<file path="src/cpu_bus_write_pkg.sv">
// Shared constants and types for the bus write sequencer and hold handshake
package cpu_bus_write_pkg;

   // =====================================================================
   // Data path geometry
   // =====================================================================
   localparam int LANES    = 4;
   localparam int BYTE_W   = 8;
   localparam int DATA_W   = LANES * BYTE_W;
   localparam int ADDR_W   = 32;
   localparam int CNT_W    = 3;              // Byte counts 0..4

   typedef logic [DATA_W-1:0] data_t;
   typedef logic [ADDR_W-1:0] addr_t;
   typedef logic [CNT_W-1:0]  cnt_t;
   typedef logic [LANES-1:0]  lanes_t;

   // =====================================================================
   // Bus width selection codes
   // =====================================================================
   typedef logic [1:0] width_t;
   localparam width_t WIDTH_32 = 2'h0;
   localparam width_t WIDTH_16 = 2'h1;
   localparam width_t WIDTH_8  = 2'h2;

   // Port sizes in bytes for each width
   localparam cnt_t PORT_BYTES_32 = 3'h4;
   localparam cnt_t PORT_BYTES_16 = 3'h2;
   localparam cnt_t PORT_BYTES_8  = 3'h1;

   // =====================================================================
   // Reset values
   // =====================================================================
   localparam lanes_t LANES_OFF_N  = 4'hf;   // All lane enables inactive
   localparam data_t  DATA_IDLE    = 32'h0000_0000;
   localparam addr_t  ADDR_IDLE    = 32'h0000_0000;
   localparam cnt_t   CNT_ZERO     = 3'h0;
   localparam logic   PIN_IDLE     = 1'b1;   // Active-low pins rest high

   typedef enum logic [1:0] {
      ST_IDLE,
      ST_SETUP,
      ST_CYCLE,
      ST_HELD
   } seq_state_e;

endpackage

</file>
<file path="src/lane_mapper.sv">
// Byte-lane mapper: enables, lane data and byte count for one write cycle
`timescale 1ns/1ps
`default_nettype none
module lane_mapper
   import cpu_bus_write_pkg::*;
(
   input  wire width_t widthSel,
   input  wire logic [1:0] addrLow,
   input  wire cnt_t   remaining,
   input  wire logic [1:0] offset,
   input  wire data_t  opData,
   output lanes_t      laneEnN,
   output data_t       laneData,
   output cnt_t        cycleBytes
);

   cnt_t       portBytes;
   cnt_t       room;
   logic [3:0] idx;
   logic [7:0] laneByte [LANES];

   // =====================================================================
   // Bytes this cycle: up to the next port-aligned boundary
   // =====================================================================
   always_comb
   begin
      unique case (widthSel)
         WIDTH_16 : portBytes = PORT_BYTES_16;
         WIDTH_8  : portBytes = PORT_BYTES_8;
         default  : portBytes = PORT_BYTES_32;   // Unused code acts as 32-bit
      endcase
      room = portBytes - (cnt_t'(addrLow) & (portBytes - 3'h1));
      cycleBytes = (remaining < room) ? remaining : room;
   end

   // =====================================================================
   // Place bytes on their own lanes, then copy down to lanes 0 and 1
   // =====================================================================
   always_comb
   begin
      laneEnN = LANES_OFF_N;
      idx     = 4'h0;
      for (int j = 0; j < LANES; j++)
      begin
         laneByte[j] = 8'h00;                   // Undefined lanes held at zero
         // Every byte still owed up to lane 3 is enabled, so a narrow port sees the rest of the word;
         // the address still advances by cycleBytes only
         if ((3'(j) >= cnt_t'(addrLow)) && (3'(j) < cnt_t'(addrLow) + remaining))
         begin
            idx = 4'(offset) + 4'(j) - 4'(addrLow);
            laneByte[j] = opData[BYTE_W*idx[1:0] +: BYTE_W];
            laneEnN[j]  = 1'b0;                  // Remaining operand lanes enabled
         end
      end
      // Lane 0 always carries the lowest byte; for addresses ending 1x lane 1 carries the lane 3 copy
      laneByte[0] = laneByte[addrLow];
      if (addrLow[1])
         laneByte[1] = laneByte[3];
      laneData = {laneByte[3], laneByte[2], laneByte[1], laneByte[0]};
   end

endmodule
`default_nettype wire

</file>
<file path="src/cpu_bus_write_and_hold.sv">
// Bus write sequencer with bus hold/grant handshake
//
// Overview of operation
// - On an 8-bit bus a write takes up to four back-to-back bus cycles, one byte each.
// - A single byte at address ending 11 is copied from lane 3 to lanes 0 and 1 and written with only lane 3 enabled.
// - On grant the bus outputs are released and the grant acknowledge asserted; the master drives only after that.
// - The master releases the bus by raising its request; the acknowledge is then removed and the bus driven again.
// - The bus request is sampled once per T-state on the falling edge of the bus clock.
// - A request seen while idle between sequences is granted at once.
// - A request arriving mid-sequence is granted right after the sequence, retries included, completes.
// - The several cycles of one operand access on 8- or 16-bit buses are never split by a grant.
// - Lanes carrying neither a written byte nor its copy hold no meaningful data.
// - Each write cycle drives the address of its first byte and enables the lanes of every operand byte still owed up to lane 3 of that word.
// - On a 32-bit bus all selected bytes within one aligned word are written in one cycle.
// - On a 16-bit bus a write takes at most three cycles, the rest at the following halfword addresses.
// - In a second 16-bit cycle the remaining upper byte is copied onto lane 0.
`timescale 1ns/1ps
`default_nettype none
module cpu_bus_write_and_hold
   import cpu_bus_write_pkg::*;
(
   input  wire logic   clk,
   input  wire logic   rst,
   // Processor-side write request
   input  wire width_t busWidth,
   input  wire logic   wrReq,
   input  wire addr_t  wrAddr,
   input  wire data_t  wrData,
   input  wire cnt_t   wrBytes,
   output logic        wrReady,
   output logic        wrDone,
   // External bus
   output addr_t       busAddr,
   output data_t       busData,
   output lanes_t      byte_lane_enable_n,
   output logic        busCycle,
   output logic        busOe,
   input  wire logic   busCycleDone,
   input  wire logic   busRetry,
   // Bus hold handshake pins
   input  wire logic   bclk,
   input  wire logic   busReq_n,
   output logic        bus_grant_ack_n
);

   // =====================================================================
   // State record
   // =====================================================================
   typedef struct packed {
      seq_state_e st;
      width_t     width;
      addr_t      addr;
      data_t      opData;
      cnt_t       remaining;
      logic [1:0] offset;
      cnt_t       curBytes;
      addr_t      busAddr;
      data_t      busData;
      lanes_t     laneEnN;
      logic       busCycle;
      logic       busOe;
      logic       grantAckN;
      logic       done;
      logic [2:0] clkSync;     // Bus clock pin, three stages
      logic [2:0] reqSync;     // Bus request pin, three stages
      logic       clkFilt;
      logic       reqFiltN;
      logic       holdSeen;    // Request as sampled at the last falling edge
   } state_s;

   state_s s_reg;
   state_s s_next;

   lanes_t mapEnN;
   data_t  mapData;
   cnt_t   mapBytes;
   logic   clkFall;

   // =====================================================================
   // Lane mapping for the cycle about to be issued
   // =====================================================================
   lane_mapper mapper
   (
      .widthSel   (s_reg.width),
      .addrLow    (s_reg.addr[1:0]),
      .remaining  (s_reg.remaining),
      .offset     (s_reg.offset),
      .opData     (s_reg.opData),
      .laneEnN    (mapEnN),
      .laneData   (mapData),
      .cycleBytes (mapBytes)
   );

   // =====================================================================
   // Next-state logic
   // =====================================================================
   always_comb
   begin
      s_next = s_reg;
      s_next.done = 1'b0;

      // Pin synchronisers: a change counts once stages two and three agree
      s_next.clkSync = {s_reg.clkSync[1:0], bclk};
      s_next.reqSync = {s_reg.reqSync[1:0], busReq_n};
      if (s_reg.clkSync[2] == s_reg.clkSync[1])
         s_next.clkFilt = s_reg.clkSync[2];
      if (s_reg.reqSync[2] == s_reg.reqSync[1])
         s_next.reqFiltN = s_reg.reqSync[2];

      // One request sample per T-state, at the bus clock's falling edge
      clkFall = s_reg.clkFilt && (s_reg.clkSync[2] == s_reg.clkSync[1]) && !s_reg.clkSync[2];
      if (clkFall)
         s_next.holdSeen = !s_reg.reqFiltN;

      unique case (s_reg.st)
         ST_IDLE :
         begin
            // Grant beats a new write when both are waiting
            if (s_reg.holdSeen)
            begin
               s_next.st        = ST_HELD;
               s_next.busOe     = 1'b0;
               s_next.grantAckN = 1'b0;
            end
            else if (wrReq && (wrBytes != CNT_ZERO))
            begin
               s_next.st        = ST_SETUP;
               s_next.width     = busWidth;
               s_next.addr      = wrAddr;
               s_next.opData    = wrData;
               s_next.remaining = wrBytes;
               s_next.offset    = 2'h0;
            end
         end
         ST_SETUP :
         begin
            // Outputs registered in the same cycle as the strobe, so lanes and strobe change together
            s_next.st       = ST_CYCLE;
            s_next.busAddr  = s_reg.addr;
            s_next.busData  = mapData;
            s_next.laneEnN  = mapEnN;
            s_next.curBytes = mapBytes;
            s_next.busCycle = 1'b1;
         end
         ST_CYCLE :
         begin
            // No hold check here: the whole sequence runs to its end
            if (busRetry)
               s_next.st = ST_CYCLE;
            else if (busCycleDone)
            begin
               s_next.busCycle  = 1'b0;
               s_next.laneEnN   = LANES_OFF_N;
               s_next.addr      = s_reg.addr + addr_t'(s_reg.curBytes);
               s_next.offset    = s_reg.offset + s_reg.curBytes[1:0];
               s_next.remaining = s_reg.remaining - s_reg.curBytes;
               if (s_reg.remaining == s_reg.curBytes)
               begin
                  s_next.st   = ST_IDLE;
                  s_next.done = 1'b1;
               end
               else
                  s_next.st = ST_SETUP;
            end
         end
         ST_HELD :
         begin
            if (!s_reg.holdSeen)
            begin
               s_next.st        = ST_IDLE;
               s_next.busOe     = 1'b1;
               s_next.grantAckN = 1'b1;
            end
         end
      endcase
   end

   // =====================================================================
   // State register
   // =====================================================================
   always_ff @(posedge clk)
   begin
      if (rst)
      begin
         s_reg           <= '0;
         s_reg.st        <= ST_IDLE;
         s_reg.addr      <= ADDR_IDLE;
         s_reg.opData    <= DATA_IDLE;
         s_reg.remaining <= CNT_ZERO;
         s_reg.curBytes  <= CNT_ZERO;
         s_reg.busAddr   <= ADDR_IDLE;
         s_reg.busData   <= DATA_IDLE;
         s_reg.laneEnN   <= LANES_OFF_N;
         s_reg.busOe     <= 1'b1;               // Device owns the bus by default
         s_reg.grantAckN <= PIN_IDLE;
         s_reg.clkSync   <= {3{PIN_IDLE}};
         s_reg.reqSync   <= {3{PIN_IDLE}};
         s_reg.clkFilt   <= PIN_IDLE;
         s_reg.reqFiltN  <= PIN_IDLE;
         s_reg.holdSeen  <= 1'b0;
      end
      else
         s_reg <= s_next;
   end

   // =====================================================================
   // Outputs
   // =====================================================================
   assign wrReady            = (s_reg.st == ST_IDLE) && !s_reg.holdSeen;
   assign wrDone             = s_reg.done;
   assign busAddr            = s_reg.busAddr;
   assign busData            = s_reg.busData;
   assign byte_lane_enable_n = s_reg.laneEnN;
   assign busCycle           = s_reg.busCycle;
   assign busOe              = s_reg.busOe;
   assign bus_grant_ack_n    = s_reg.grantAckN;

endmodule
`default_nettype wire

</file>
<file path="config.mk">
export PLATFORM = sky130hd
export DESIGN_NAME = cpu_bus_write_and_hold
export DESIGN_NICKNAME = d
export VERILOG_FILES = /design/src/cpu_bus_write_pkg.sv /design/src/lane_mapper.sv /design/src/cpu_bus_write_and_hold.sv
export SDC_FILE = /design/constraint.sdc
export NUM_CORES = 1
export LEC_CHECK = 0
export BUFFER_PORTS_ARGS = -buffer_cell sky130_fd_sc_hd__buf_4
export CORE_MARGIN = 5
export CORE_UTILIZATION = 50
export DETAILED_ROUTE_END_ITERATION = 10
export GPL_ROUTABILITY_DRIVEN = 0
export HOLD_SLACK_MARGIN = 0.1
export PLACE_DENSITY = 0.7
export SLEW_MARGIN = 40
export SYNTH_ARGS = -nofsm -noshare
export SYNTH_HDL_FRONTEND = slang
export SYNTH_SLANG_ARGS = --single-unit
</file>
<file path="constraint.sdc">
create_clock -name clk -period 5.2 [get_ports clk]
set_input_delay 0.78 -clock clk [delete_from_list [all_inputs] [get_ports clk]]
set_output_delay 0.78 -clock clk [all_outputs]
set_load 0.03 [all_outputs]
</file>
== Word level (Yosys, flattened, before mapping) ==
Cells that the tools add are included.
Word-level totals
  bits of input ports: 76
  logic and storage cells: 122
  output and inout bits: 73
  register bits: 157
Operators by class
  bitwise operators: 5
  mux-type cells: 35
  shift-type cells: 4
  add/sub/neg operators: 13
  eq/ne operators: 16
  magnitude comparators: 9
  reductions and logical operators: 21
Operators with widths (number)
  $shiftx A32 B6 Y8: 4
  $mux W73: 1
  $mux W69: 1
  $mux W32: 2
  $pmux W32 S2: 1
  $mux W8: 7
  $add A32 B3 Y32: 1
  $mux W5: 4
  $pmux W5 S2: 2
  $bmux W8 S2: 1
  $mux W2: 6
  $ne A2 B2 Y1 const B: 6
  $reduce_and A3 Y1: 4
  $pmux W2 S4: 1
  $sub A2 B2 Y2: 4
  $logic_and A1 B1 Y1: 7
  $eq A2 B2 Y1 const B: 3
  $lt A1 B3 Y1 const A: 2
  $lt A2 B3 Y1 const A: 2
  $mux W1: 6
  $ne A3 B3 Y1 const B: 2
  $pmux W3 S2: 1
  $reduce_bool A2 Y1: 3
  $sub A3 B3 Y3: 2
  22 further kinds: 30

== Depth between registers and ports, before layout ==
Gate-level depths: netlist of run 1.
  depth after elaboration: 7
  mapped depth: 13
  gate-level depth less buffers: 13

== By module ==
Synthesis of run 1 repeated with hierarchy kept, for this count alone.
Second synthesis, totals
  cells, all modules: 1140
  area, all modules: 8814.7 µm²
Modules (own cells, without submodules)
  cpu_bus_write_and_hold: instances 1, cells each 912, seq. area each 3123.0 µm², area an instance 7103.1 µm²
  lane_mapper: instances 1, cells each 228, seq. area each 0.0 µm², area an instance 1711.6 µm²

== Least setup slack after synthesis of run 1 ==
OpenSTA, ideal clock, no wires.
  kind: reg-to-reg
  start: register s_reg[122] in the netlist's numbering
  end: register s_reg[149] in the netlist's numbering
  required time: 5.126 ns
  buffers on the path: 1
  stages on the path, launching flop included: 9
  path slack: 2.472 ns
  period minus slack after synthesis: 2.728 ns
  data arrival time: 2.654 ns
  library setup time: 0.074 ns
  cells stage by stage: dfxtp_1 -> buf_2 -> inv_1 -> fa_1 -> nor2b_1 -> o2111ai_4 -> or3_4 -> or4b_1 -> a31oi_1
On the way
  longest elaborated chain between the ends: 4
RTL lines
  start, declared: RTL line cpu_bus_write_and_hold.sv:71  | state_s s_reg;
  start signal, assigned: RTL line cpu_bus_write_and_hold.sv:203  | s_reg <= s_next;
  $add A32 B3 Y32: RTL line cpu_bus_write_and_hold.sv:154  | s_next.addr = s_reg.addr + addr_t'(s_reg.curBytes);
  $mux W32: RTL line cpu_bus_write_and_hold.sv:150  | else if (busCycleDone)
  $mux W32: RTL line cpu_bus_write_and_hold.sv:148  | if (busRetry)
  $pmux W32 S2: RTL line cpu_bus_write_and_hold.sv:115  | unique case (s_reg.st)
Every way passes these cells. The select of a mux whose other input is x is not followed.
A chain may end at the register's enable or synchronous reset.

== Final worst setup path of run 1 ==
Ends and elaborated chain as after synthesis.

==> impl_metrics.yaml, run 1 <==
placed_design:
  dp_hpwl_mm: 16.8
  port_buffers: 148
timing:
  fmax_ghz: 0.317
  final.setup.tns_ps: 0
  layout_min_cycle_time_ps: 3150
  holdWs_ps: 412
  worst_slew_pin_slew_ps: 790
  rsz0062_at_grt: "false"
  finClkSkew_ps: 12.6
  final_hold_viol_count: 0
  worst_slew_margin_rel_pct: 46.8
  final-setup-viol-count: 0
  slew_viol_final: 0
  fin_crit_sh_pct: 60.6
logic_synthesis:
  syn-instance-count: 1051
  synth_top_area_share_pct: 36.5
  avgSynthCellArea_um2: 8.14
  synth-seq-cells: 156
  yosysWarnings: 0
  seq_area_frac_synth_pct: 36.5
  synth_area_leader_cell: "dfxtp_1"
  ys.flop_type: "dfxtp_1"
  synth_cell_type_count: 74
  synthArstFlopShare_pct: 0
  syn_area_um2: 8560
  ys_top_cells_by_area: "dfxtp_1 (36%), nand2_1 (8.2%), a21oi_1 (7.0%), buf_4 (6.1%), mux2i_1 (5.4%)"
  synth-edff-count: 0
  synth_fp_nets: 1144
clock_tree:
  cts_root_buf: "clkbuf_16"
  cts_sinks: 156
  clockBufferDepth: 2
  insertion_delay_ps: 430
  cts_tree: "done"
  holdBufCountCts: 0
  cts_resized: 0
  postCtsSetupBuffers: 0
  clkTransAtPathRegs_ps: 70
  cts_buffers: 17
  htree_levels: 4
power_and_ir_drop:
  swShare_pct: 33.3
  power_frac_comb_pct: 23.5
  power.switching_w: 0.00113
  p_leak_nw: 3.89
  p_int_w: 0.00226
  peakVddDrop_v: 0.000253
  seqPwrFrac_pct: 40.7
  power_density_nw_per_um2: 344
  p_clk_share_pct: 35.8
floorplanning:
  initial_core_util_pct: 51.2
  die_area_um2: 19800
  core_um2: 16700
  io-pin-count: 149
  die_y_um: 141
  die_x_um: 141
  row_count: 47
finish:
  diodes: 0
  multiInputGateArea_um2: 4610
  fill_cells: 1539
  final_util_pct: 59.0
  area.growth.synth_to_final_pct: 15.2
  final_nets: 1183
  largest_reg_flops: 81
  ff_latch_area_um2: 3120
  final_cell_mix: "nand2_1 (186), buf_4 (159), dfxtp_1 (156)"
  final_layout_size_suffix_gt1_share_pct: 20.9
  final_common_cell: "nand2_1"
worst_setup_path:
  critPathMaxStageDelay_ps: 690
  crit_chain: "inv_1, fa_1, nor2b_1, o2111ai_4, or3_4, or4b_1, a31oi_1"
  arrival_ps: 3490
  critPathLaunchType: "flop"
  critPathRequiredTime_ps: 5540
  crit_path_max_fanout: 16
  cp_slowest_cell: "dfxtp_1"
  critical_path_class: "flop to flop"
  end_kind: "flop"
grt:
  met1_usage_pct: 35.5
  grt_use_total_pct: 23.6
  grt_pass1_vias: 7073
  antenna_found_initial: 0
  grt_max_degree: 88
  met2_usage_pct: 34.3
  use_met3_pct: 4.17
  globalRouteOverflowTotal: 0
  grt_pass1_wl_mm: 38.0
  top_usage_layer: "met1"
routing:
  vias_per_cell: 5.92
  first_pass_iters: 6
  vias: 7832
  drt_drc_violations_left: 0
  drtIter0Drc: 869
  routed_wl_mm: 23.9
  avgRoutedWirePerCell_um: 18.1
  antenna_left: 0
job:
  drv_cap: 0
min_path:
  hp-class: "flop to flop"
run_status:
  outcome: "completed"
## layout make-up
cell class / instances / share of cell area, %
clock inverters: 15 / 1.56
flip-flops and latches: 156 / 31.7
multi-input cells: 737 / 46.7
repair buffers: 160 / 12.2
well taps: 220 / 2.79
clock buffers: 17 / 4.32
inverters: 18 / 0.685
## metal layers
layer / part of all wire (%) / vias to the layer above
li1: - / 3778
met3: 8.4 / 37
met5: 0 / -
met2: 43 / 350
met4: 2.0 / 0
met1: 46 / 3667
## cell families (layout without fill, tap and decap cells)
group                      Yosys count  in the layout  synth area share (%)
and+or+nand+nor                    362            362                  19.3
AOI/OAI and AO/OA                  285            285                  21.2
buffers and inverters              158            210                  10.1
DFF                                156            156                  36.5
muxes                               64             64                  8.93
adders and majority gates           17             17                  2.75
xor gates and xnor gates             9              9                  1.24
## power groups by stage
stage / Sequential [W] / Combinational [W] / Clock, W
floorplan: 0.00136 / 0.000605 / 0
global placement: 0.00140 / 0.000774 / 0
detailed placement: 0.00140 / 0.000785 / 0
CTS: 0.00138 / 0.000791 / 0.00124
global route: 0.00139 / 0.000869 / 0.00129
finish: 0.00138 / 0.000799 / 0.00122
## metrics by stage
step	instances	setup slack [ps]	power (W)	cell area [µm²]
floorplan	1051	2470	0.00197	8560
global placement	1291	2210	0.00217	9260
detailed placement	1291	2080	0.00219	9280
CTS	1323	2070	0.00341	9860
global route	1323	1840	0.00356	9860
finish	1323	2050	0.00340	9860
## synthesized netlist by cell type, drive strengths merged, types with 7 or more instances
master	number
ha	14
nand4	12
o22ai	7
nand2	186
mux2i	46
buf	87
nor2	62
nand3	27
clkbuf	53
inv	17
a221oi	7
nor4	8
o211ai	8
mux2	9
a21oi	120
a31oi	22
a211oi	11
nor2b	7
a22oi	34
mux4	9
nor3	14
or2	8
dfxtp	156
o21ai	27
## worst max-delay path, delay by kind of cell (launching register included)
family / cells / cell delay (ps)
flip-flops: 1 / 690
AND/OR/NAND/NOR: 3 / 1350
adder cells (fa/ha/maj): 1 / 450
AO/OA/AOI/OAI: 2 / 400
buffers and inverters: 1 / 170
## path summary, 6_finish.rpt
check                  start    endpoint  slack (ps)  cells past startpoint
hold reg to reg    s_next[7]   s_next[8]         410                      1
hold / removal     s_next[7]   s_next[8]         410                      1
setup reg to reg  s_reg[122]  s_reg[149]        2050                      7
setup / recovery  s_reg[122]  s_reg[149]        2050                      7
Note: power is estimated with default switching activity, not from simulation.
==> run 2, diff against run 1 <==
Settings changed: ABC_AREA set to 1.
Clock period 5.2 ns to 3.2 ns, I/O delays scaled along.
==> run 2 against run 1 <==
Against the previous run: register-to-register slack got worse by 1500 ps; setup slack worse by 1500 ps; largest power group is now combinational logic; synthesized cell count increased by 31%; sequential power rose by 88%; design area increased by 4.5%; die area rose by 3.8%; final cell count is 25% higher.
==> impl_metrics.yaml, run 2 <==
power_and_ir_drop:
  p_clk_share_pct: 25.6
  p_leak_nw: 4.61
  peakVddDrop_v: 0.000560
  power.switching_w: 0.00399
  power_frac_comb_pct: 45.7
  power_density_nw_per_um2: 876
  seqPwrFrac_pct: 28.8
  swShare_pct: 44.3
  p_int_w: 0.00503
worst_setup_path:
  cp_slowest_cell: "dfxtp_1"
  critPathMaxStageDelay_ps: 330
  r2r_end: "s_reg[82]"
  end_kind: "flop"
  rr_worst_depth: 15
  critical_path_class: "flop to flop"
  r2r_start: "s_reg[153]"
  crit_path_max_fanout: 4
  crit_path_frequent_cell: "inv_1"
  critPathLaunchType: "flop"
  reg2reg_setup_slack_ps: 540
  critPathRequiredTime_ps: 3510
  crit_chain: "inv_1, ha_1, or2_2, ha_1, a21oi_1, xor2_1, inv_1, ha_1, a21o_1, inv_1, nand2_1, a21oi_1, o21ai_0, o211ai_1, inv_1"
  arrival_ps: 2970
logic_synthesis:
  yosys-top-cells-count: "nand2_1 (367), dfxtp_1 (156), o21ai_0 (147)"
  syn_area_um2: 8910
  synth-edff-count: 0
  synth_fp_nets: 1466
  syn-instance-count: 1373
  synth_cell_type_count: 40
  ys_top_cells_by_area: "dfxtp_1 (35%), nand2_1 (15%), o21ai_0 (8.3%), a21oi_1 (7.9%), buf_4 (5.9%)"
  seq_area_frac_synth_pct: 35.0
  yosysWarnings: 0
  ys.flop_type: "dfxtp_1"
  yosysMostFrequentCell: "nand2_1"
  synth-seq-cells: 156
  synthArstFlopShare_pct: 0
  avgSynthCellArea_um2: 6.49
  synth_top_area_share_pct: 35.0
  synth_area_leader_cell: "dfxtp_1"
finish:
  fill_cells: 1784
  diodes: 0
  final_nets: 1511
  final_cell_mix: "nand2_1 (367), buf_4 (161), dfxtp_1 (156)"
  fin_cells: 1656
  largest_reg_flops: 81
  final_common_cell: "nand2_1"
  area.growth.synth_to_final_pct: 15.6
  final_layout_size_suffix_gt1_share_pct: 15.3
  stdcell_area_um2: 10300
  final_util_pct: 59.1
  ff_latch_area_um2: 3120
  multiInputGateArea_um2: 4550
timing:
  layout_min_cycle_time_ps: 2660
  fin_ws_ps: 543
  worst_slew_margin_rel_pct: 48.5
  rsz0062_at_grt: "false"
  fin_crit_sh_pct: 83.0
  final-setup-viol-count: 0
  final_hold_viol_count: 0
  final.setup.tns_ps: 0
  worst_slew_pin_slew_ps: 772
  finClkSkew_ps: 8.57
  slew_viol_final: 0
  fmax_ghz: 0.376
clock_tree:
  cts_tree: "done"
  clkTransAtPathRegs_ps: 60
  clockBufferDepth: 2
  htree_levels: 4
  insertion_delay_ps: 430
  cts_buffers: 17
  cts_resized: 0
  postCtsSetupBuffers: 0
  cts_root_buf: "clkbuf_16"
  holdBufCountCts: 0
  cts_sinks: 156
placed_design:
  dp_slack_ps: 556
  place_area_um2: 9620
  dp_hpwl_mm: 18.6
  dp_cells: 1624
  port_buffers: 148
routing:
  routed_wl_mm: 25.3
  drtIter0Drc: 835
  vias: 8941
  drt_drc_violations_left: 0
  avgRoutedWirePerCell_um: 15.3
  first_pass_iters: 6
  antenna_left: 0
  vias_per_cell: 5.40
floorplanning:
  die_area_um2: 20600
  initial_core_util_pct: 51.2
  core_um2: 17400
  row_count: 48
  die_y_um: 144
  die_x_um: 144
  io-pin-count: 149
grt:
  grt_max_degree: 65
  grt_pass1_vias: 7776
  antenna_found_initial: 0
  globalRouteOverflowTotal: 0
  grt_use_total_pct: 24.2
  grt_pass1_wl_mm: 40.0
min_path:
  hold_path_depth: 2
  worstHoldStart: "bclk"
  min_to: "s_next[7]"
  hp-class: "input port to flop"
job:
  drv_cap: 0
run_status:
  outcome: "completed"
[run 2: per-layer routing]
layer	track usage [%]	routed length (µm)
met5	0	0
met1	39.3	12500
met4	5.10	245
met2	32.4	9910
met3	4.83	2640
[run 2: stage by stage]
| step | total power [W] | hold slack, ps |
|---|---|---|
| after floorplan | 0.00575 | 389 |
| after global placement | 0.00660 | 392 |
| after detailed placement | 0.00667 | 399 |
| after CTS | 0.00898 | 224 |
| after global routing | 0.00963 | 227 |
| final | 0.00902 | 234 |
[run 2: how the worst max path moves through the flow]
| stage | depth (start not counted) | startpoint | to |
|---|---|---|---|
| after floorplan | 15 | s_reg[122] | s_reg[82] |
| after global placement | 15 | s_reg[153] | s_reg[82] |
| after detailed placement | 15 | s_reg[153] | s_reg[82] |
| after CTS | 15 | s_reg[153] | s_reg[82] |
| after global routing | 15 | s_reg[153] | s_reg[82] |
| final | 15 | s_reg[153] | s_reg[82] |
[run 2: area by class of cell]
| type | count | area share, % |
|---|---|---|
| clock buffers | 20 | 4.53 |
| clock inverters | 12 | 2.02 |
| inverters | 113 | 4.13 |
| multi-input cells | 967 | 44.1 |
| flip-flops and latches | 156 | 30.3 |
| well taps | 225 | 2.73 |
| repair buffers | 163 | 12.1 |
[run 2: power by group through the flow]
stage / sequential [W] / clock, W / combinational [W]
after global placement: 0.00262 / 0 / 0.00397
after floorplan: 0.00255 / 0 / 0.00320
final: 0.00260 / 0.00231 / 0.00412
after detailed placement: 0.00263 / 0 / 0.00404
after global routing: 0.00264 / 0.00242 / 0.00457
after CTS: 0.00259 / 0.00233 / 0.00406
[run 2: worst max-delay path: cells and delay by family, from the launching register on]
family | cells | cell delay, ps
flip-flops | 1 | 330
XOR/XNOR | 1 | 200
buffers and inverters | 4 | 260
adder cells (fa/ha/maj) | 3 | 690
AO/OA/AOI/OAI | 5 | 670
AND/OR/NAND/NOR | 2 | 390
[run 2: logic make-up after synthesis]
family                     after synthesis  share of synthesized area [%]
xor gates and xnor gates                 9                          0.885
AOI/OAI and AO/OA                      305                           17.5
adders and majority gates               17                           2.64
buffers and inverters                  250                           13.9
DFF                                    156                           35.0
and+or+nand+nor                        636                           30.0
==> run 3, diff against run 2 <==
Clock period 3.2 ns to 2.5 ns, I/O delays scaled along.
==> run 3 against run 2 <==
Against the previous run: sequential cell count did not move; setup slack got worse by 420 ps; power rose by 30%; hold slack got worse by 100 ps; via count rose by 1.1%; global-route usage rose by 0.30 points; non-clock buffer count rose by 27; sequential share of layout area fell by 0.57 points; routed wire length rose by 1.3%; maximum frequency rose by 12%.
==> impl_metrics.yaml, run 3 (synthesized netlist as in run 2, its figures left out) <==
power_and_ir_drop:
  peakVddDrop_v: 0.000601
  seqPwrFrac_pct: 28.3
  p_int_w: 0.00649
  power.switching_w: 0.00523
  swShare_pct: 44.6
  total_power_w: 0.0117
  p_leak_nw: 4.70
  power_frac_comb_pct: 48.7
  p_clk_share_pct: 22.9
  power_density_nw_per_um2: 1120
timing:
  worst_slew_margin_rel_pct: 60.5
  fmax_ghz: 0.420
  layout_min_cycle_time_ps: 2380
  slew_viol_final: 0
  holdWs_ps: 131
  fin_crit_sh_pct: 95.2
  finClkSkew_ps: 11.6
  final-setup-viol-count: 0
  rsz0062_at_grt: "true"
  final_hold_viol_count: 0
  worst_slew_pin_slew_ps: 593
clock_tree:
  clkTransAtPathRegs_ps: 60
  cts_root_buf: "clkbuf_16"
  cts_sinks: 156
  cts_buffers: 17
  clockBufferDepth: 2
  htree_levels: 4
  insertion_delay_ps: 430
  cts_tree: "done"
finish:
  final_cell_mix: "nand2_1 (366), buf_4 (185), dfxtp_1 (155)"
  fin_cells: 1683
  final_nets: 1538
  largest_reg_flops: 81
  final_common_cell: "nand2_1"
  diodes: 0
  final_layout_size_suffix_gt1_share_pct: 17.5
  area.growth.synth_to_final_pct: 17.8
routing:
  vias: 9036
  drtIter0Drc: 1067
  drt_drc_violations_left: 0
  first_pass_iters: 6
  routed_wl_mm: 25.6
  antenna_left: 0
  avgRoutedWirePerCell_um: 15.2
  vias_per_cell: 5.37
job:
  drv_cap: 0
floorplanning:
  io-pin-count: 149
  die_y_um: 144
  initial_core_util_pct: 51.2
  core_um2: 17400
  row_count: 48
  die_area_um2: 20600
  die_x_um: 144
grt:
  globalRouteOverflowTotal: 0
  grt_pass1_wl_mm: 40.5
  grt_max_degree: 65
  grt_pass1_vias: 7770
  antenna_found_initial: 0
  grt_use_total_pct: 24.5
worst_setup_path:
  end_kind: "flop"
  critPathRequiredTime_ps: 2810
  critical_path_class: "flop to flop"
  arrival_ps: 2690
  critPathLaunchType: "flop"
  crit_path_max_fanout: 3
min_path:
  hp-class: "input port to flop"
placed_design:
  dp_cells: 1643
  port_buffers: 148
  dp_hpwl_mm: 18.6
run_status:
  outcome: "completed"
[run 3: worst paths after layout]
kind          endpoint  cells past startpoint  slack [ps]  startpoint
min          s_next[7]                      2         130        bclk
max          s_reg[82]                     15         120  s_reg[153]
max reg2reg  s_reg[82]                     15         120  s_reg[153]
min reg2reg  s_next[8]                      1         410   s_next[7]
[run 3: metrics by stage]
step / setup TNS [ps] / setup slack, ps / cell area, µm² / utilization [%]
final: 0 / 120 / 10500 / 60.3
after global routing: -2.16 / -2.16 / 10500 / 60.3
after CTS: 0 / 15.6 / 10400 / 59.9
after detailed placement: -45.4 / -45.4 / 9790 / 56.2
after global placement: 0 / 12.5 / 9790 / 56.2
after floorplan: 0 / 13.7 / 8910 / -
[run 3: what timing repair did]
action                     in CTS  in global routing
setup endpoints to repair       1                  8
buffers inserted                4                  4
resized for setup               2                 13
hold endpoints to repair        0                  0
hold buffers                    0                  0
cloned                          0                  0
pin swaps                       1                  3
[run 3: layout make-up]
class | instances | area (µm²)
fillers | 1702 | 6920
inverters | 113 | 428
repair buffers | 190 | 1480
clock inverters | 12 | 163
flip-flops and latches | 156 | 3120
multi-input cells | 967 | 4580
well taps | 225 | 282
clock buffers | 20 | 447
[run 3: critical path: stages (launching register included)]
cell and delay (ps):
dfxtp_2 320, inv_1 50, ha_2 190, or2_2 290, ha_2 180, a21oi_2 110
xor2_1 190, inv_1 90, ha_4 220, a21o_1 180, inv_2 60, nand2_2 70
a21oi_2 130, o21ai_1 70, o211ai_1 70, inv_1 50
[run 3: layer usage]
| metal | vias up | wire [µm] | global-route usage (%) |
|---|---|---|---|
| met5 | - | 0 | 0 |
| li1 | 4565 | - | - |
| met2 | 446 | 10000 | 31.7 |
| met3 | 21 | 2460 | 3.83 |
| met1 | 4004 | 12800 | 41.2 |
| met4 | 0 | 244 | 5.65 |
[run 3: power groups by stage]
| stage | clock network [W] | registers (W) | logic [W] |
|---|---|---|---|
| after floorplan | 0 | 0.00326 | 0.00410 |
| after global placement | 0 | 0.00335 | 0.00528 |
| after detailed placement | 0 | 0.00336 | 0.00534 |
| after CTS | 0.00272 | 0.00331 | 0.00547 |
| after global routing | 0.00285 | 0.00338 | 0.00629 |
| final | 0.00269 | 0.00332 | 0.00571 |
